$ cat config.mk
export PLATFORM = sky130hd
export DESIGN_NAME = i2c_dma_irq_control
export DESIGN_NICKNAME = d
export VERILOG_FILES = /design/src/hdl/i2c_ctl_pkg.sv /design/src/hdl/i2c_dma_irq_control.sv /design/src/hdl/pin_sync.sv /design/src/hdl/rate_gen.sv
export VERILOG_INCLUDE_DIRS = /design/src /design/src/hdl
export SDC_FILE = /design/constraint.sdc
export NUM_CORES = 1
export LEC_CHECK = 0
export ABC_AREA = 1
export BUFFER_PORTS_ARGS = -buffer_cell sky130_fd_sc_hd__buf_2
export CAP_MARGIN = 20
export CORE_MARGIN = 2
export CORE_UTILIZATION = 52
export DETAILED_ROUTE_END_ITERATION = 12
export PLACE_DENSITY = 0.81
export SYNTH_ARGS = -nofsm -noshare
export SYNTH_HDL_FRONTEND = slang
export SYNTH_SLANG_ARGS = --single-unit
$ cat constraint.sdc
create_clock -name pclk -period 2.21 [get_ports pclk]
set_input_delay 0.3315 -clock pclk [delete_from_list [all_inputs] [get_ports pclk]]
set_output_delay 0.3315 -clock pclk [all_outputs]
set_load 0.01 [all_outputs]
$ cat src/hdl/i2c_ctl_cfg.svh
`ifndef I2C_CTL_CFG_SVH
`define I2C_CTL_CFG_SVH
// Register byte offsets.
`define OFF_DMA_CFG 8'h24
`define OFF_RATE 8'h28
`define OFF_MASK 8'h2c
`define OFF_RAW 8'h30
// Request configuration fields.
`define DMA_BLEN_HI 10
`define DMA_BLEN_LO 8
`define DMA_BURST_BIT 11
// Rate counter field and reset value.
`define RATE_HI 15
`define RATE_RST 16'h0008
// Raw status bit positions, shared by the enable mask.
`define B_TXE 0
`define B_TXLOW 1
`define B_TXFULL 2
`define B_TXOVR 3
`define B_RXE 4
`define B_RXHIGH 5
`define B_RXFULL 6
`define B_SRREQ 16
`define B_SRSTARVE 17
`define B_SWREQ 18
`define B_MDONE 19
`define B_SDONE 20
`define B_ARB 24
`define B_BUS_ERROR_FLAG 25
`define B_MDNS 28
// Implemented mask bits and the reset of the raw status word.
`define MASK_BITS 32'h131f007f
`define RAW_RST 32'h00000013
// Transmit FIFO depth in bytes.
`define TX_DEPTH 11'h040
`endif

$ cat src/hdl/i2c_ctl_pkg.sv
package i2c_ctl_pkg;
  typedef logic [31:0] word_t;
  typedef logic [10:0] len_t;
  // Serial clock phases, Gray coded along high, low, stretch.
  typedef enum logic [1:0]
  {
    PH_HIGH = 2'b00,
    PH_LOW = 2'b01,
    PH_WAIT = 2'b11
  } scl_phase_e;
endpackage : i2c_ctl_pkg

$ cat src/hdl/i2c_dma_irq_control.sv
`timescale 1ns/1ps
`include "i2c_ctl_cfg.svh"
module i2c_dma_irq_control
  import i2c_ctl_pkg::*;
(
  input wire logic pclk,
  input wire logic presetn,
  input wire logic psel,
  input wire logic penable,
  input wire logic pwrite,
  input wire logic [7:0] paddr,
  input wire logic [31:0] pwdata,
  output logic [31:0] prdata,
  output logic pready,
  output logic pslverr,
  input wire logic [10:0] tx_fifo_count,
  input wire logic tx_fifo_full,
  input wire logic tx_fifo_wr,
  input wire logic [9:0] tx_threshold,
  input wire logic [10:0] rx_fifo_count,
  input wire logic rx_fifo_full,
  input wire logic rx_fifo_rd,
  input wire logic [9:0] rx_threshold,
  input wire logic slave_read_start,
  input wire logic slave_read_active,
  input wire logic slave_write_start,
  input wire logic master_done,
  input wire logic slave_done,
  input wire logic arbitration_lost,
  input wire logic bus_error_flag,
  input wire logic master_done_no_stop,
  input wire logic [31:0] interrupt_clear_register,
  input wire logic master_mode,
  input wire logic dma_tx_enable,
  input wire logic [10:0] tx_bytes_left,
  input wire logic dma_tx_done,
  input wire logic scl_in,
  output logic scl_oe,
  output logic tx_flush_bit,
  output logic dma_tx_single,
  output logic dma_tx_burst,
  output logic irq
);
  logic [2:0] tx_dest_burst_len_q;
  logic burst_mode_q;
  logic [`RATE_HI:0] rate_count_value_q;
  word_t mask_q;
  word_t sticky_q;
  word_t raw;
  logic tx_fifo_empty_flag_q;
  logic tx_fifo_low_flag_q;
  logic tx_fifo_full_flag_q;
  logic rx_fifo_empty_flag_q;
  logic rx_fifo_high_flag_q;
  logic slave_read_starved_q;
  logic wr_take;
  logic rd_setup;
  logic scl_level;
  logic scl_low;
  len_t free_space;
  len_t burst_bytes;
  word_t set_ev;

  // Burst size code n means 2^(n+1) bytes, code 0 a single byte.
  function automatic len_t burst_of(input logic [2:0] code);
    len_t r;
    r = 11'h001;
    if (code != 3'h0)
    begin
      r = len_t'(11'h002 << code);
    end
    return r;
  endfunction : burst_of

  // One address decode serves both the read path and the write path.
  function automatic logic [2:0] reg_sel(input logic [7:0] a);
    logic [2:0] s;
    s = 3'h0;
    if (a == `OFF_DMA_CFG)
    begin
      s = 3'h1;
    end
    else if (a == `OFF_RATE)
    begin
      s = 3'h2;
    end
    else if (a == `OFF_MASK)
    begin
      s = 3'h3;
    end
    else if (a == `OFF_RAW)
    begin
      s = 3'h4;
    end
    return s;
  endfunction : reg_sel

  // A write commits on the access edge, when pready is already high.
  assign wr_take = psel && penable && pready && pwrite;
  assign rd_setup = psel && !penable;

  // Register updates; the raw status word ignores writes.
  always_ff @(posedge pclk or negedge presetn)
  begin
    if (!presetn)
    begin
      tx_dest_burst_len_q <= 3'h0;
      burst_mode_q <= 1'b0;
      rate_count_value_q <= `RATE_RST;
      mask_q <= 32'h00000000;
    end
    else if (wr_take)
    begin
      if (reg_sel(paddr) == 3'h1)
      begin
        tx_dest_burst_len_q <= pwdata[`DMA_BLEN_HI:`DMA_BLEN_LO];
        burst_mode_q <= pwdata[`DMA_BURST_BIT];
      end
      else if (reg_sel(paddr) == 3'h2)
      begin
        rate_count_value_q <= pwdata[`RATE_HI:0];
      end
      else if (reg_sel(paddr) == 3'h3)
      begin
        mask_q <= pwdata & `MASK_BITS;
      end
    end
  end

  // Bus answer: ready one cycle after setup, so every access has no wait.
  always_ff @(posedge pclk or negedge presetn)
  begin
    if (!presetn)
    begin
      pready <= 1'b0;
      pslverr <= 1'b0;
      prdata <= 32'h00000000;
    end
    else
    begin
      pready <= rd_setup;
      pslverr <= rd_setup && (reg_sel(paddr) == 3'h0);
      prdata <= 32'h00000000;
      if (rd_setup && !pwrite)
      begin
        if (reg_sel(paddr) == 3'h1)
        begin
          prdata[`DMA_BLEN_HI:`DMA_BLEN_LO] <= tx_dest_burst_len_q;
          prdata[`DMA_BURST_BIT] <= burst_mode_q;
        end
        else if (reg_sel(paddr) == 3'h2)
        begin
          prdata[`RATE_HI:0] <= rate_count_value_q;
        end
        else if (reg_sel(paddr) == 3'h3)
        begin
          prdata <= mask_q;
        end
        else if (reg_sel(paddr) == 3'h4)
        begin
          prdata <= raw;
        end
      end
    end
  end

  // Level flags follow the FIFO state; the empty flags come up set.
  always_ff @(posedge pclk or negedge presetn)
  begin
    if (!presetn)
    begin
      tx_fifo_empty_flag_q <= 1'b1;
      tx_fifo_low_flag_q <= 1'b1;
      tx_fifo_full_flag_q <= 1'b0;
      rx_fifo_empty_flag_q <= 1'b1;
      rx_fifo_high_flag_q <= 1'b0;
    end
    else
    begin
      tx_fifo_empty_flag_q <= (tx_fifo_count == 11'h000);
      tx_fifo_low_flag_q <= (tx_fifo_count <= {1'b0, tx_threshold});
      tx_fifo_full_flag_q <= tx_fifo_full;
      rx_fifo_empty_flag_q <= (rx_fifo_count == 11'h000);
      rx_fifo_high_flag_q <= (rx_fifo_count >= {1'b0, rx_threshold});
    end
  end

  // Starved is a level, dropped by a write or by the end of the read.
  always_ff @(posedge pclk or negedge presetn)
  begin
    if (!presetn)
    begin
      slave_read_starved_q <= 1'b0;
    end
    else
    begin
      slave_read_starved_q <= slave_read_active && !tx_fifo_wr &&
        (tx_fifo_count == 11'h000);
    end
  end

  // Event inputs that latch into sticky bits.
  always_comb
  begin
    set_ev = 32'h00000000;
    set_ev[`B_TXOVR] = tx_fifo_wr && tx_fifo_full;
    set_ev[`B_RXFULL] = rx_fifo_full;
    set_ev[`B_SRREQ] = slave_read_start;
    set_ev[`B_SWREQ] = slave_write_start;
    set_ev[`B_MDONE] = master_done;
    set_ev[`B_SDONE] = slave_done;
    set_ev[`B_ARB] = arbitration_lost;
    set_ev[`B_BUS_ERROR_FLAG] = bus_error_flag;
    set_ev[`B_MDNS] = master_done_no_stop;
  end

  // Sticky bits: an event in the clearing cycle wins over the clear.
  // Receive full also drops on a FIFO read; slave read request on a write.
  generate
    for (genvar i = 0; i < 32; i++)
    begin : g_sticky
      always_ff @(posedge pclk or negedge presetn)
      begin
        if (!presetn)
        begin
          sticky_q[i] <= 1'b0;
        end
        else if (set_ev[i])
        begin
          sticky_q[i] <= 1'b1;
        end
        else if (interrupt_clear_register[i] ||
          (i == `B_RXFULL && rx_fifo_rd) ||
          (i == `B_SRREQ && tx_fifo_wr))
        begin
          sticky_q[i] <= 1'b0;
        end
      end
    end
  endgenerate

  // Raw status word as software sees it.
  always_comb
  begin
    raw = sticky_q & `MASK_BITS;
    raw[`B_TXE] = tx_fifo_empty_flag_q;
    raw[`B_TXLOW] = tx_fifo_low_flag_q;
    raw[`B_TXFULL] = tx_fifo_full_flag_q;
    raw[`B_RXE] = rx_fifo_empty_flag_q;
    raw[`B_RXHIGH] = rx_fifo_high_flag_q;
    raw[`B_SRSTARVE] = slave_read_starved_q;
  end

  // Interrupt line is registered, so it trails the raw flags by a cycle.
  always_ff @(posedge pclk or negedge presetn)
  begin
    if (!presetn)
    begin
      irq <= 1'b0;
    end
    else
    begin
      irq <= |(raw & mask_q);
    end
  end

  // Stale data from an earlier transfer is dropped before the new read.
  always_ff @(posedge pclk or negedge presetn)
  begin
    if (!presetn)
    begin
      tx_flush_bit <= 1'b0;
    end
    else
    begin
      tx_flush_bit <= slave_read_start;
    end
  end

  // Request sizing; the burst length matters only in burst mode.
  assign burst_bytes = burst_mode_q ? burst_of(tx_dest_burst_len_q) :
    11'h001;
  assign free_space = `TX_DEPTH - tx_fifo_count;

  // A request stays up until the DMA engine reports it done or the
  // enable drops. A burst is raised only when both the space and the
  // remaining bytes cover it; otherwise singles finish the transfer.
  always_ff @(posedge pclk or negedge presetn)
  begin
    if (!presetn)
    begin
      dma_tx_single <= 1'b0;
      dma_tx_burst <= 1'b0;
    end
    else if (dma_tx_done || !dma_tx_enable)
    begin
      dma_tx_single <= 1'b0;
      dma_tx_burst <= 1'b0;
    end
    else if (!dma_tx_single && !dma_tx_burst &&
      tx_bytes_left != 11'h000)
    begin
      if (burst_mode_q && burst_bytes <= tx_bytes_left &&
        burst_bytes <= free_space)
      begin
        dma_tx_burst <= 1'b1;
      end
      else if (free_space != 11'h000)
      begin
        dma_tx_single <= 1'b1;
      end
    end
  end

  // Serial clock pin, sampled into this domain before use.
  pin_sync u_scl_sync
  (
    .pclk(pclk),
    .presetn(presetn),
    .async_in(scl_in),
    .sync_out(scl_level)
  );

  // Rate counter drives the clock only while acting as master.
  rate_gen u_rate
  (
    .pclk(pclk),
    .presetn(presetn),
    .run(master_mode),
    .rate_count_value(rate_count_value_q),
    .scl_level(scl_level),
    .scl_drive_low(scl_low)
  );

  // Open drain clock: enable means pull low.
  always_ff @(posedge pclk or negedge presetn)
  begin
    if (!presetn)
    begin
      scl_oe <= 1'b0;
    end
    else
    begin
      scl_oe <= scl_low;
    end
  end
endmodule : i2c_dma_irq_control

$ cat src/hdl/pin_sync.sv
`timescale 1ns/1ps
// Two stage synchroniser; only the second stage is visible outside.
module pin_sync
(
  input wire logic pclk,
  input wire logic presetn,
  input wire logic async_in,
  output logic sync_out
);
  logic meta_q;

  // The first stage feeds the second and nothing else.
  always_ff @(posedge pclk or negedge presetn)
  begin
    if (!presetn)
    begin
      meta_q <= 1'b1;
      sync_out <= 1'b1;
    end
    else
    begin
      meta_q <= async_in;
      sync_out <= meta_q;
    end
  end
endmodule : pin_sync

$ cat src/hdl/rate_gen.sv
`timescale 1ns/1ps
`include "i2c_ctl_cfg.svh"
// Master serial clock generator: each counted phase lasts rate_count_value plus one cycles.
module rate_gen
  import i2c_ctl_pkg::*;
(
  input wire logic pclk,
  input wire logic presetn,
  input wire logic run,
  input wire logic [`RATE_HI:0] rate_count_value,
  input wire logic scl_level,
  output logic scl_drive_low
);
  scl_phase_e ph_q;
  logic [`RATE_HI:0] cnt_q;

  // A released line held low by a slave delays the start of the high phase.
  always_ff @(posedge pclk or negedge presetn)
  begin
    if (!presetn)
    begin
      ph_q <= PH_HIGH;
      cnt_q <= '0;
      scl_drive_low <= 1'b0;
    end
    else if (!run)
    begin
      ph_q <= PH_HIGH;
      cnt_q <= '0;
      scl_drive_low <= 1'b0;
    end
    else
    begin
      case (ph_q)
        PH_HIGH:
        begin
          if (cnt_q >= rate_count_value)
          begin
            ph_q <= PH_LOW;
            cnt_q <= '0;
            scl_drive_low <= 1'b1;
          end
          else
          begin
            cnt_q <= cnt_q + 16'h0001;
          end
        end
        PH_LOW:
        begin
          if (cnt_q >= rate_count_value)
          begin
            ph_q <= PH_WAIT;
            cnt_q <= '0;
            scl_drive_low <= 1'b0;
          end
          else
          begin
            cnt_q <= cnt_q + 16'h0001;
          end
        end
        PH_WAIT:
        begin
          if (scl_level)
          begin
            ph_q <= PH_HIGH;
          end
        end
        default:
        begin
          ph_q <= PH_HIGH;
        end
      endcase
    end
  end
endmodule : rate_gen

==> impl_metrics.csv, run 1 <==
group,metric,value,unit
floorplan,die_extent_in_y,111,um
critical_path,slowest_stage,"sky130_fd_sc_hd__dfstp_2",
timing,report.final.hold_viol_count,0,
logic_synthesis,ys_seq_area_share,42.7,%
clock_tree,cts_htree_levels,3,
critical_path,timing.reg2reg.setup_slack,0.10,ns
clock_tree,clk_pin_slew_worst_paths,0.07,ns
floorplan,boundaryPins,185,
finish,total_inserted_antenna_cells,0,
power_and_ir_drop,peakVddDrop,571,uV
logic_synthesis,syn_avg_cell_area,8.56,um^2
critical_path,cp.depth,12,
timing,max_freq,475,MHz
critical_path,cp_peak_stage_delay,0.56,ns
timing,period_needed,2.11,ns
detailed_routing,routed_wl,14.4,mm
timing,timing.slew.headroom,58.1,%
critical_path,endpoint_of_the_worst_slack_reg_to_reg_timing_path,"u_rate.cnt_q[9]",
critical_path,crit_path_max_fanout,6,
grt,grt_antenna_before_repair,0,
detailed_routing,firstDrtPassIters,4,
critical_path,critical_path_required,2.47,ns
grt,globalRouteTotalUtil,23.4,%
floorplan,num_rows,39,
logic_synthesis,synth.top_cell.area_share,40.1,%
critical_path,cp_common_cell,"sky130_fd_sc_hd__nand2_1",
power_and_ir_drop,power,4370,uW
finish,layout-area-overhead-vs-synth,26.0,%
detailed_routing,drtAntennaViolNets,0,
clock_tree,clock-sinks,102,
grt,overflow,0,
finish,nNetsFinal,1075,
clock_tree,cts_root_buffer,"sky130_fd_sc_hd__clkbuf_16",
logic_synthesis,netlist_top_cells_count,"130 x sky130_fd_sc_hd__nand2_1, 113 x sky130_fd_sc_hd__inv_1, 96 x sky130_fd_sc_hd__dfrtp_1",
critical_path,path_delay_family,"flip-flops",
flow_run,cap_viol_max_count,0,
finish,regArea,2560,um^2
timing,layout_worst_path_cycle_share,95.3,%
logic_synthesis,synth_area_leader_cell,"sky130_fd_sc_hd__dfrtp_1",
status,result_of_the_run,"finished clean",
timing,setup_viol_count_final,0,
logic_synthesis,synthCells,700,
clock_tree,clk-insertion-delay-late,0.34,ns
detailed_routing,route.met2.wl,6.91,mm
floorplan,fp.dieW,111,um
logic_synthesis,ys_seq_elements,102,
logic_synthesis,async_reset_ff_share,100,%
critical_path,crit_path_end_kind,"flip-flop",
power_and_ir_drop,power.density_cell_area,579,nW/um^2
grt,largest_net_degree_at_the_start_of_global_routing,48,
detailed_routing,uppermost_signal_routing_layer_after_detailed_routing,"met4",
placed_design,globalplace.congestion,0.889,
critical_path,crit_path_category,"flip-flop to flip-flop",
finish,drive_gt1_share,29.1,%
finish,layout.filler_cells,939,
logic_synthesis,yosysUniqueCellTypes,44,
critical_path,element_type_at_the_critical_path_start,"flip-flop",
logic_synthesis,synthTopCellsByArea,"sky130_fd_sc_hd__dfrtp_1 40%, sky130_fd_sc_hd__ha_1 11%, sky130_fd_sc_hd__nand2_1 8.1%",
timing,final-max-slew-violation-count,0,
timing,clock_skew_after_layout,0.00750,ns
critical_path,critPathCapture,"u_rate.cnt_q[9]",
logic_synthesis,synthMostInstantiatedCell,"sky130_fd_sc_hd__nand2_1",
logic_synthesis,ys_warn_count,0,
clock_tree,clock_tree.buffer_depth,2,
floorplan,fp.coreArea,11300,um^2
critical_path,cp.arrival,2.37,ns
timing,worst_slew_pin_slew,0.622,ns
clock_tree,tritoncts_clock_tree,"yes",
detailed_routing,met3_length,830,um
min_path,hold_class,"primary input to flip-flop",
grt,grt_pass1_vias,5294,
detailed_routing,avgRoutedWirePerCell,14.0,um
critical_path,startpoint,"rate_count_value_q[3]",
critical_path,critical_path.reg2reg.startpoint,"rate_count_value_q[3]",
logic_synthesis,yosys_most_used_dff,"sky130_fd_sc_hd__dfrtp_1",
floorplan,initial_utilization,52.9,%
critical_path,worst_r2r_path_depth,12,
detailed_routing,count_of_unresolved_drc_violations_after_routing,0,
detailed_routing,routedLengthMet1,6.29,mm
power_and_ir_drop,static-leakage-power,0.00402,uW
critical_path,crit_buf_inv,3,
placed_design,placement.io_buffers,145,
finish,finish.utilization,66.7,%
detailed_routing,viasPerCell,5.26,
critical_path,critical_path.cell_chain,"inv_2 -> ha_4 -> a21oi_4 -> o21ai_2 -> nand2_1 -> o211ai_1 -> nand2_1 -> nand3_2 -> nor2_4 -> buf_12 -> clkinvlp_4 -> o22ai_1",
clock_tree,cts_inserted_buffers,9,
finish,multi_input_comb_area,3020,um^2
floorplan,fp.dieArea,12400,um^2
logic_synthesis,synth_enable_flop_cells,0,
detailed_routing,drt_iter0_drc,282,
logic_synthesis,syn-cell-area,5990,um^2
detailed_routing,detailroute.via_count,5391,
timing,unrepaired_setup_endpoints_after_global_routing,"yes",
grt,grt_pass1_wl,24.0,mm
placed_design,place_hpwl,10.9,mm
-- worst min-delay path by stage --
stage                              endpoint  startpoint  depth (start not counted)
after floorplan                burst_mode_q     presetn                          0
after global placement            prdata[4]     presetn                          1
after detailed placement          prdata[4]     presetn                          1
after CTS                 u_scl_sync.meta_q      scl_in                          1
after global routing      u_scl_sync.meta_q      scl_in                          1
final                     u_scl_sync.meta_q      scl_in                          1
-- layout by cell type (no fill, tap or decap), types with 4 or more instances in the layout --
| master | instances |
|---|---|
| sky130_fd_sc_hd__nand3_2 | 7 |
| sky130_fd_sc_hd__mux2_4 | 6 |
| sky130_fd_sc_hd__nor2_1 | 45 |
| sky130_fd_sc_hd__buf_4 | 27 |
| sky130_fd_sc_hd__nor4_1 | 5 |
| sky130_fd_sc_hd__nand2_2 | 4 |
| sky130_fd_sc_hd__nand3_1 | 17 |
| sky130_fd_sc_hd__dfstp_2 | 6 |
| sky130_fd_sc_hd__o21ai_1 | 16 |
| sky130_fd_sc_hd__nor2_2 | 6 |
| sky130_fd_sc_hd__nor3_1 | 10 |
| sky130_fd_sc_hd__nand2_1 | 127 |
| sky130_fd_sc_hd__a22o_1 | 4 |
| sky130_fd_sc_hd__a21oi_1 | 34 |
| sky130_fd_sc_hd__dfrtp_1 | 95 |
| sky130_fd_sc_hd__nor2_4 | 6 |
| sky130_fd_sc_hd__o21bai_1 | 9 |
| sky130_fd_sc_hd__buf_2 | 144 |
| sky130_fd_sc_hd__nand4_1 | 13 |
| sky130_fd_sc_hd__o21ai_0 | 30 |
| sky130_fd_sc_hd__a221oi_1 | 10 |
| sky130_fd_sc_hd__conb_1 | 8 |
| sky130_fd_sc_hd__o22ai_1 | 6 |
| sky130_fd_sc_hd__clkbuf_16 | 9 |
| sky130_fd_sc_hd__a21o_1 | 5 |
| sky130_fd_sc_hd__ha_1 | 50 |
| sky130_fd_sc_hd__inv_2 | 6 |
| sky130_fd_sc_hd__xor2_1 | 13 |
| sky130_fd_sc_hd__inv_1 | 110 |
| sky130_fd_sc_hd__a21oi_2 | 4 |
-- area by class of cell --
| type | instances | share of cell area [%] |
|---|---|---|
| multi-input combinational | 469 | 40.0 |
| sequential | 102 | 33.9 |
| timing repair buffer | 175 | 13.0 |
| inverter | 118 | 5.92 |
| clock buffer | 10 | 3.17 |
| tap | 143 | 2.37 |
| clock inverter | 6 | 1.44 |
| timing repair inverter | 1 | 0.0994 |
-- cell families (layout without fill, tap and decap cells) --
logic type	after synthesis	in the layout	synth area share, %
AND/OR/NAND/NOR	251	251	19.3
AO/OA/AOI/OAI	134	134	13.2
adder cells (fa/ha/maj)	53	53	11.1
multiplexers	8	8	1.88
flip-flops	102	102	42.7
XOR/XNOR	15	15	2.19
buffers and inverters	136	310	9.54
other	1	8	0.0626
-- flip-flops by register name, summed over array words and instances, names as in the netlist, 2 cells and up --
signal and cells:
mask_q 15, prdata 24, rate_count_value_q 16, raw 9, tx_dest_burst_len_q 3, u_rate.cnt_q 16, u_rate.ph_q 2
-- through the flow --
| stage | instances | hold WS (ns) | setup TNS (ns) | setup slack (ns) | area [um^2] |
|---|---|---|---|---|---|
| floorplan | 707 | 0.0359 | 0 | 0.0618 | 6020 |
| global placement | 1001 | 0.273 | -0.188 | -0.104 | 6990 |
| detailed placement | 1001 | 0.273 | -0.352 | -0.177 | 6990 |
| CTS | 1018 | 0.0811 | 0 | 0.0221 | 7350 |
| global route | 1024 | 0.0810 | -0.416 | -0.0451 | 7550 |
| finish | 1024 | 0.0872 | 0 | 0.103 | 7550 |
-- power by group --
part	switching, uW	internal (uW)
clock	678	1140
sequential	51.2	1920
combinational	325	263
total	1060	3320
-- worst reg2reg max path, cell delays in order, from the launching register on --
cell and delay, ns:
sky130_fd_sc_hd__dfstp_2 0.56, sky130_fd_sc_hd__inv_2 0.05, sky130_fd_sc_hd__ha_4 0.23, sky130_fd_sc_hd__a21oi_4 0.11, sky130_fd_sc_hd__o21ai_2 0.06, sky130_fd_sc_hd__nand2_1 0.06
sky130_fd_sc_hd__o211ai_1 0.07, sky130_fd_sc_hd__nand2_1 0.09, sky130_fd_sc_hd__nand3_2 0.13, sky130_fd_sc_hd__nor2_4 0.19, sky130_fd_sc_hd__buf_12 0.13, sky130_fd_sc_hd__clkinvlp_4 0.17
sky130_fd_sc_hd__o22ai_1 0.17
-- per-layer routing --
layer | GRT usage, % | up-vias
met1 | 30.6 | 2545
met4 | 8.07 | 0
met3 | 4.57 | 27
met5 | 0 | -
met2 | 39.1 | 161
li1 | - | 2658
-- repair_timing --
action / in CTS / in global routing
endpoints found under the setup margin: 0 / 20
setup buffers: 0 / 5
resized for setup: 0 / 40
hold buffers: 1 / 0
hold endpoints to repair: 22 / 0
(Power assumes the default switching activity.)
==> run 2: changes to the inputs <==
--- a/config.mk
+++ b/config.mk
@@ -13,6 +13,7 @@
 export CORE_UTILIZATION = 52
 export DETAILED_ROUTE_END_ITERATION = 12
 export PLACE_DENSITY = 0.81
+export RECOVER_POWER = 25
 export SYNTH_ARGS = -nofsm -noshare
 export SYNTH_HDL_FRONTEND = slang
 export SYNTH_SLANG_ARGS = --single-unit
==> run 2 against run 1 <==
Effect of this change:
- sequential power hardly changed
- setup slack better by 0.0049 ns
- via count hardly changed
- worst hold slack improved by 0.0026 ns
- maximum frequency is 0.23% higher
- critical path type unchanged
- largest cell class unchanged
- highest routed layer unchanged
==> impl_metrics.csv, run 2 (same netlist as run 1, synthesis figures left out) <==
group,metric,value,unit
status,result_of_the_run,"finished clean",
placed_design,post_dp_area,6990,um^2
clock_tree,clock_tree.buffer_depth,2,
timing,timing.slew.headroom,54.6,%
critical_path,cp.arrival,2.36,ns
finish,nNetsFinal,1075,
finish,post-route-cell-area,7530,um^2
placed_design,detailedPlace.worstSlack,-0.177,ns
critical_path,endpoint_of_the_worst_slack_reg_to_reg_timing_path,"u_rate.cnt_q[9]",
grt,grt_pass1_vias,5294,
finish,largest-register,"prdata",
detailed_routing,drt_iter0_drc,284,
critical_path,crit_path_max_fanout,6,
critical_path,element_type_at_the_critical_path_start,"flip-flop",
finish,total_inserted_antenna_cells,0,
grt,globalRouteTotalUtil,23.4,%
min_path,hold_depth,1,
finish,top_regs,"prdata (24), rate_count_value_q (16), u_rate.cnt_q (16)",
floorplan,die_extent_in_y,111,um
timing,unrepaired_setup_endpoints_after_global_routing,"yes",
timing,setup_viol_count_final,0,
timing,report.final.hold_viol_count,0,
timing,fin_hold_ws,0.0898,ns
floorplan,initial_utilization,52.9,%
grt,grt_antenna_before_repair,0,
timing,post_layout_worst_setup_margin,0.108,ns
timing,worst_slew_pin_slew,0.675,ns
timing,period_needed,2.10,ns
floorplan,fp.coreArea,11300,um^2
power_and_ir_drop,static-leakage-power,0.00401,uW
flow_run,cap_viol_max_count,0,
placed_design,place_hpwl,10.9,mm
clock_tree,cts_root_buffer,"sky130_fd_sc_hd__clkbuf_16",
clock_tree,clk_pin_slew_worst_paths,0.07,ns
power_and_ir_drop,power.density_cell_area,579,nW/um^2
timing,max_freq,476,MHz
timing,layout_worst_path_cycle_share,95.1,%
finish,layout-area-overhead-vs-synth,25.6,%
detailed_routing,drtAntennaViolNets,0,
detailed_routing,count_of_unresolved_drc_violations_after_routing,0,
timing,final-max-slew-violation-count,0,
timing,clock_skew_after_layout,0.00680,ns
clock_tree,tritoncts_clock_tree,"yes",
finish,largest_register_ff_count,24,
placed_design,placement.io_buffers,145,
clock_tree,clock-sinks,102,
detailed_routing,routed_wl,14.3,mm
floorplan,fp.dieW,111,um
placed_design,globalplace.congestion,0.889,
detailed_routing,firstDrtPassIters,5,
floorplan,fp.dieArea,12400,um^2
floorplan,num_rows,39,
finish,drive_gt1_share,28.8,%
critical_path,critical_path_required,2.47,ns
grt,overflow,0,
detailed_routing,detailroute.via_count,5396,
finish,mostFrequentLayoutCell,"sky130_fd_sc_hd__buf_2",
critical_path,timing.reg2reg.setup_slack,0.11,ns
critical_path,worst_r2r_path_depth,12,
detailed_routing,viasPerCell,5.27,
critical_path,critical_path.reg2reg.startpoint,"rate_count_value_q[3]",
clock_tree,cts_htree_levels,3,
grt,grt_pass1_wl,24.0,mm
grt,largest_net_degree_at_the_start_of_global_routing,48,
clock_tree,cts_inserted_buffers,9,
timing,timing.setup.tns,0,ns
power_and_ir_drop,peakVddDrop,570,uV
clock_tree,clk-insertion-delay-late,0.34,ns
critical_path,crit_path_end_kind,"flip-flop",
min_path,hold_class,"primary input to flip-flop",
floorplan,boundaryPins,185,
min_path,hold_path.startpoint,"scl_in",
finish,finish.utilization,66.5,%
detailed_routing,avgRoutedWirePerCell,14.0,um
finish,mostFrequentLayoutCells,"143 x sky130_fd_sc_hd__buf_2, 127 x sky130_fd_sc_hd__nand2_1, 110 x sky130_fd_sc_hd__inv_1",
critical_path,crit_path_category,"flip-flop to flip-flop",
min_path,worst_hold_path.endpoint,"u_scl_sync.meta_q",
-- run 2: worst max path at each step --
stage	depth (start not counted)	startpoint	to
2_1_floorplan	18	tx_fifo_count[0]	dma_tx_single
3_3_place_gp	19	tx_fifo_count[0]	dma_tx_single
3_5_place_dp	18	tx_fifo_count[0]	dma_tx_burst
4_1_cts	14	tx_dest_burst_len_q[2]	dma_tx_burst
5_1_grt	12	rate_count_value_q[3]	u_rate.cnt_q[12]
6_report	12	rate_count_value_q[3]	u_rate.cnt_q[9]
-- run 2: per-stage QoR --
stage          cells  power [uW]
2_1_floorplan    707        2280
3_3_place_gp    1001        2510
3_5_place_dp    1001        2530
4_1_cts         1018        4340
5_1_grt         1024        4580
6_report        1024        4360
-- run 2: per-layer routing --
layer	GRT usage [%]	vias to the layer above	routed length, um
li1	-	2657	-
met4	8.07	0	342
met2	39.1	165	6910
met5	0	-	0
met3	4.57	28	817
met1	30.6	2546	6270
-- run 2: worst max-delay path, stage by stage, from the launching register on --
cell and delay [ns]:
sky130_fd_sc_hd__dfstp_2 0.56, sky130_fd_sc_hd__inv_2 0.05, sky130_fd_sc_hd__ha_4 0.23, sky130_fd_sc_hd__a21oi_4 0.11, sky130_fd_sc_hd__o21ai_2 0.06, sky130_fd_sc_hd__nand2_1 0.06
sky130_fd_sc_hd__o211ai_1 0.07, sky130_fd_sc_hd__nand2_1 0.09, sky130_fd_sc_hd__nand3_2 0.13, sky130_fd_sc_hd__nor2_4 0.19, sky130_fd_sc_hd__buf_12 0.13, sky130_fd_sc_hd__clkinvlp_4 0.17
sky130_fd_sc_hd__o22ai_1 0.16
-- run 2: final cells by class --
cell class	count	area [um^2]
timing repair inverter	1	7.51
clock buffer	10	239
inverter	118	447
timing repair buffer	175	965
clock inverter	6	109
sequential	102	2560
fill	944	3790
multi-input combinational	469	3020
tap	143	179
-- run 2: repair_timing --
action / CTS / global route
buffers inserted: 0 / 5
setup endpoints to repair: 0 / 20
hold buffers: 1 / 0
gates resized for setup: 0 / 40
endpoints found under the hold margin: 22 / 0
-- run 2: power breakdown --
part           internal (uW)  total [uW]  switching [uW]
Clock                   1140        1810             673
Combinational            259         584             325
Sequential              1920        1970            51.1
==> run 3: changes to the inputs <==
--- a/config.mk
+++ b/config.mk
@@ -9,8 +9,10 @@
 export ABC_AREA = 1
 export BUFFER_PORTS_ARGS = -buffer_cell sky130_fd_sc_hd__buf_2
 export CAP_MARGIN = 20
+export CELL_PAD_IN_SITES_DETAIL_PLACEMENT = 1
+export CELL_PAD_IN_SITES_GLOBAL_PLACEMENT = 1
 export CORE_MARGIN = 2
-export CORE_UTILIZATION = 52
+export CORE_UTILIZATION = 38
 export DETAILED_ROUTE_END_ITERATION = 12
 export PLACE_DENSITY = 0.81
 export RECOVER_POWER = 25
==> run 3 against run 2 <==
Effect of this change:
- combinational power increased by 5.7%
- first-iteration DRC count decreased by 38%
- critical path depth increased by 4
- total power decreased by 4.3%
- flip-flop and latch count unchanged
- via count increased by 2.8%
- worst hold slack got worse by 0.014 ns
- sequential share of layout area decreased by 0.54 points
- register-to-register slack got worse by 0.05 ns
- sequential power about the same
- critical path type unchanged
- critical endpoint is now dma_tx_single
==> impl_metrics.csv, run 3 (same netlist as run 1, synthesis figures left out) <==
group,metric,value,unit
floorplan,fp.dieW,130,um
detailed_routing,routed_wl,17.4,mm
timing,unrepaired_setup_endpoints_after_global_routing,"yes",
detailed_routing,avgRoutedWirePerCell,15.7,um
finish,mostFrequentLayoutCells,"142 x sky130_fd_sc_hd__buf_2, 129 x sky130_fd_sc_hd__nand2_1, 110 x sky130_fd_sc_hd__inv_1",
timing,timing.slew.headroom,21.4,%
grt,largest_net_degree_at_the_start_of_global_routing,46,
placed_design,post_dp_area,7160,um^2
timing,final-max-slew-violation-count,0,
flow_run,cap_viol_max_count,0,
detailed_routing,drtAntennaViolNets,0,
power_and_ir_drop,power,4170,uW
critical_path,cp.arrival,2.39,ns
placed_design,globalplace.congestion,0.815,
floorplan,initial_utilization,39.1,%
finish,largest_register_ff_count,24,
finish,post-route-cell-area,7650,um^2
finish,top_regs,"prdata (24), rate_count_value_q (16), u_rate.cnt_q (16)",
grt,grt_pass1_vias,5951,
clock_tree,cts_root_buffer,"sky130_fd_sc_hd__clkbuf_16",
floorplan,boundaryPins,185,
floorplan,num_rows,45,
min_path,worst_hold_path.endpoint,"u_scl_sync.meta_q",
finish,layout.filler_cells,1927,
power_and_ir_drop,peakVddDrop,297,uV
timing,layout_worst_path_cycle_share,97.4,%
clock_tree,tritoncts_clock_tree,"yes",
critical_path,worst_r2r_path_depth,16,
critical_path,critical_path.reg2reg.startpoint,"burst_mode_q",
critical_path,timing.reg2reg.setup_slack,0.06,ns
timing,clock_skew_after_layout,0.00899,ns
finish,largest-register,"prdata",
detailed_routing,firstDrtPassIters,4,
grt,overflow,0,
finish,layout-area-overhead-vs-synth,27.6,%
detailed_routing,count_of_unresolved_drc_violations_after_routing,0,
status,result_of_the_run,"finished clean",
placed_design,place_hpwl,13.5,mm
critical_path,crit_path_max_fanout,3,
timing,timing.setup.tns,0,ns
detailed_routing,drt_iter0_drc,176,
critical_path,endpoint_of_the_worst_slack_reg_to_reg_timing_path,"dma_tx_single",
placed_design,placement.io_buffers,145,
floorplan,fp.dieArea,16800,um^2
power_and_ir_drop,static-leakage-power,0.00405,uW
power_and_ir_drop,power.density_cell_area,546,nW/um^2
finish,mostFrequentLayoutCell,"sky130_fd_sc_hd__buf_2",
min_path,hold_path.startpoint,"scl_in",
timing,worst_slew_pin_slew,1.18,ns
clock_tree,clock-sinks,102,
floorplan,fp.coreArea,15300,um^2
critical_path,crit_path_category,"flip-flop to flip-flop",
finish,total_inserted_antenna_cells,0,
critical_path,crit_path_end_kind,"flip-flop",
critical_path,startpoint,"burst_mode_q",
timing,setup_viol_count_final,0,
clock_tree,clk_pin_slew_worst_paths,0.07,ns
grt,grt_antenna_before_repair,1,
detailed_routing,detailroute.via_count,5549,
clock_tree,clock_tree.buffer_depth,2,
clock_tree,cts_inserted_buffers,9,
detailed_routing,viasPerCell,5.03,
finish,nNetsFinal,1087,
finish,finish.utilization,49.9,%
critical_path,critical_path_required,2.44,ns
finish,regArea,2560,um^2
clock_tree,clk-insertion-delay-late,0.35,ns
finish,drive_gt1_share,29.0,%
clock_tree,cts_htree_levels,3,
grt,globalRouteTotalUtil,21.0,%
timing,fin_hold_ws,0.0754,ns
floorplan,die_extent_in_y,130,um
critical_path,element_type_at_the_critical_path_start,"flip-flop",
timing,period_needed,2.15,ns
min_path,hold_depth,1,
grt,grt_pass1_wl,27.9,mm
finish,multi_input_comb_area,3010,um^2
min_path,hold_class,"primary input to flip-flop",
timing,max_freq,464,MHz
timing,report.final.hold_viol_count,0,
[run 3: worst max-delay path, stage by stage (launching register included)]
cell	delay, ns
sky130_fd_sc_hd__dfrtp_1	0.36
sky130_fd_sc_hd__inv_2	0.04
sky130_fd_sc_hd__or2_4	0.28
sky130_fd_sc_hd__nor2_4	0.16
sky130_fd_sc_hd__ha_4	0.23
sky130_fd_sc_hd__nand2_4	0.06
sky130_fd_sc_hd__nor2_2	0.03
sky130_fd_sc_hd__o21bai_1	0.19
sky130_fd_sc_hd__nand2_1	0.09
sky130_fd_sc_hd__nand2_1	0.08
sky130_fd_sc_hd__nand2_1	0.05
sky130_fd_sc_hd__nand2_1	0.05
sky130_fd_sc_hd__nand2_1	0.06
sky130_fd_sc_hd__a21oi_2	0.17
sky130_fd_sc_hd__nand2_1	0.07
sky130_fd_sc_hd__nand2_1	0.06
sky130_fd_sc_hd__a21oi_1	0.06
[run 3: report_power, final]
part           switching (uW)  internal (uW)
Clock                     690            909
Sequential               39.8           1920
Combinational             349            268
Total                    1080           3100
[run 3: area by class of cell]
| class | count | share of cell area (%) |
|---|---|---|
| Sequential cell | 102 | 33.5 |
| Multi-Input combinational cell | 469 | 39.3 |
| Inverter | 118 | 5.84 |
| Timing Repair Buffer | 187 | 13.9 |
| Clock buffer | 11 | 3.17 |
| Tap cell | 211 | 3.45 |
| Timing Repair inverter | 1 | 0.0982 |
| Clock inverter | 5 | 0.769 |
[run 3: worst max path at each step]
stage,cells after the start,endpoint,slack [ns]
floorplan,18,dma_tx_single,0.06
global placement,19,dma_tx_single,-0.14
detailed placement,19,dma_tx_single,-0.26
CTS,10,u_rate.ph_q[0],0.01
global route,15,dma_tx_single,-0.11
finish,16,dma_tx_single,0.06
[run 3: routing by layer]
| metal | vias to the layer above | global-route usage [%] | wire length [um] |
|---|---|---|---|
| li1 | 2669 | - | - |
| met1 | 2695 | 23.3 | 7020 |
| met2 | 146 | 39.5 | 9020 |
| met3 | 37 | 4.50 | 832 |
| met4 | 2 | 7.40 | 499 |
| met5 | - | 0 | 13 |
[run 3: timing repair]
| action | 4_1_cts | 5_1_grt |
|---|---|---|
| gates resized for setup | 12 | 22 |
| cloned | 1 | 0 |
| hold buffers | 0 | 0 |
| buffers inserted | 2 | 6 |
| endpoints found under the setup margin | 15 | 19 |
| pin swaps | 5 | 17 |
[run 3: per-stage QoR]
stage,setup slack (ns),std cells
floorplan,0.0618,707
finish,0.0570,1104
detailed placement,-0.264,1079
global route,-0.110,1104
CTS,0.0128,1098
global placement,-0.142,1079
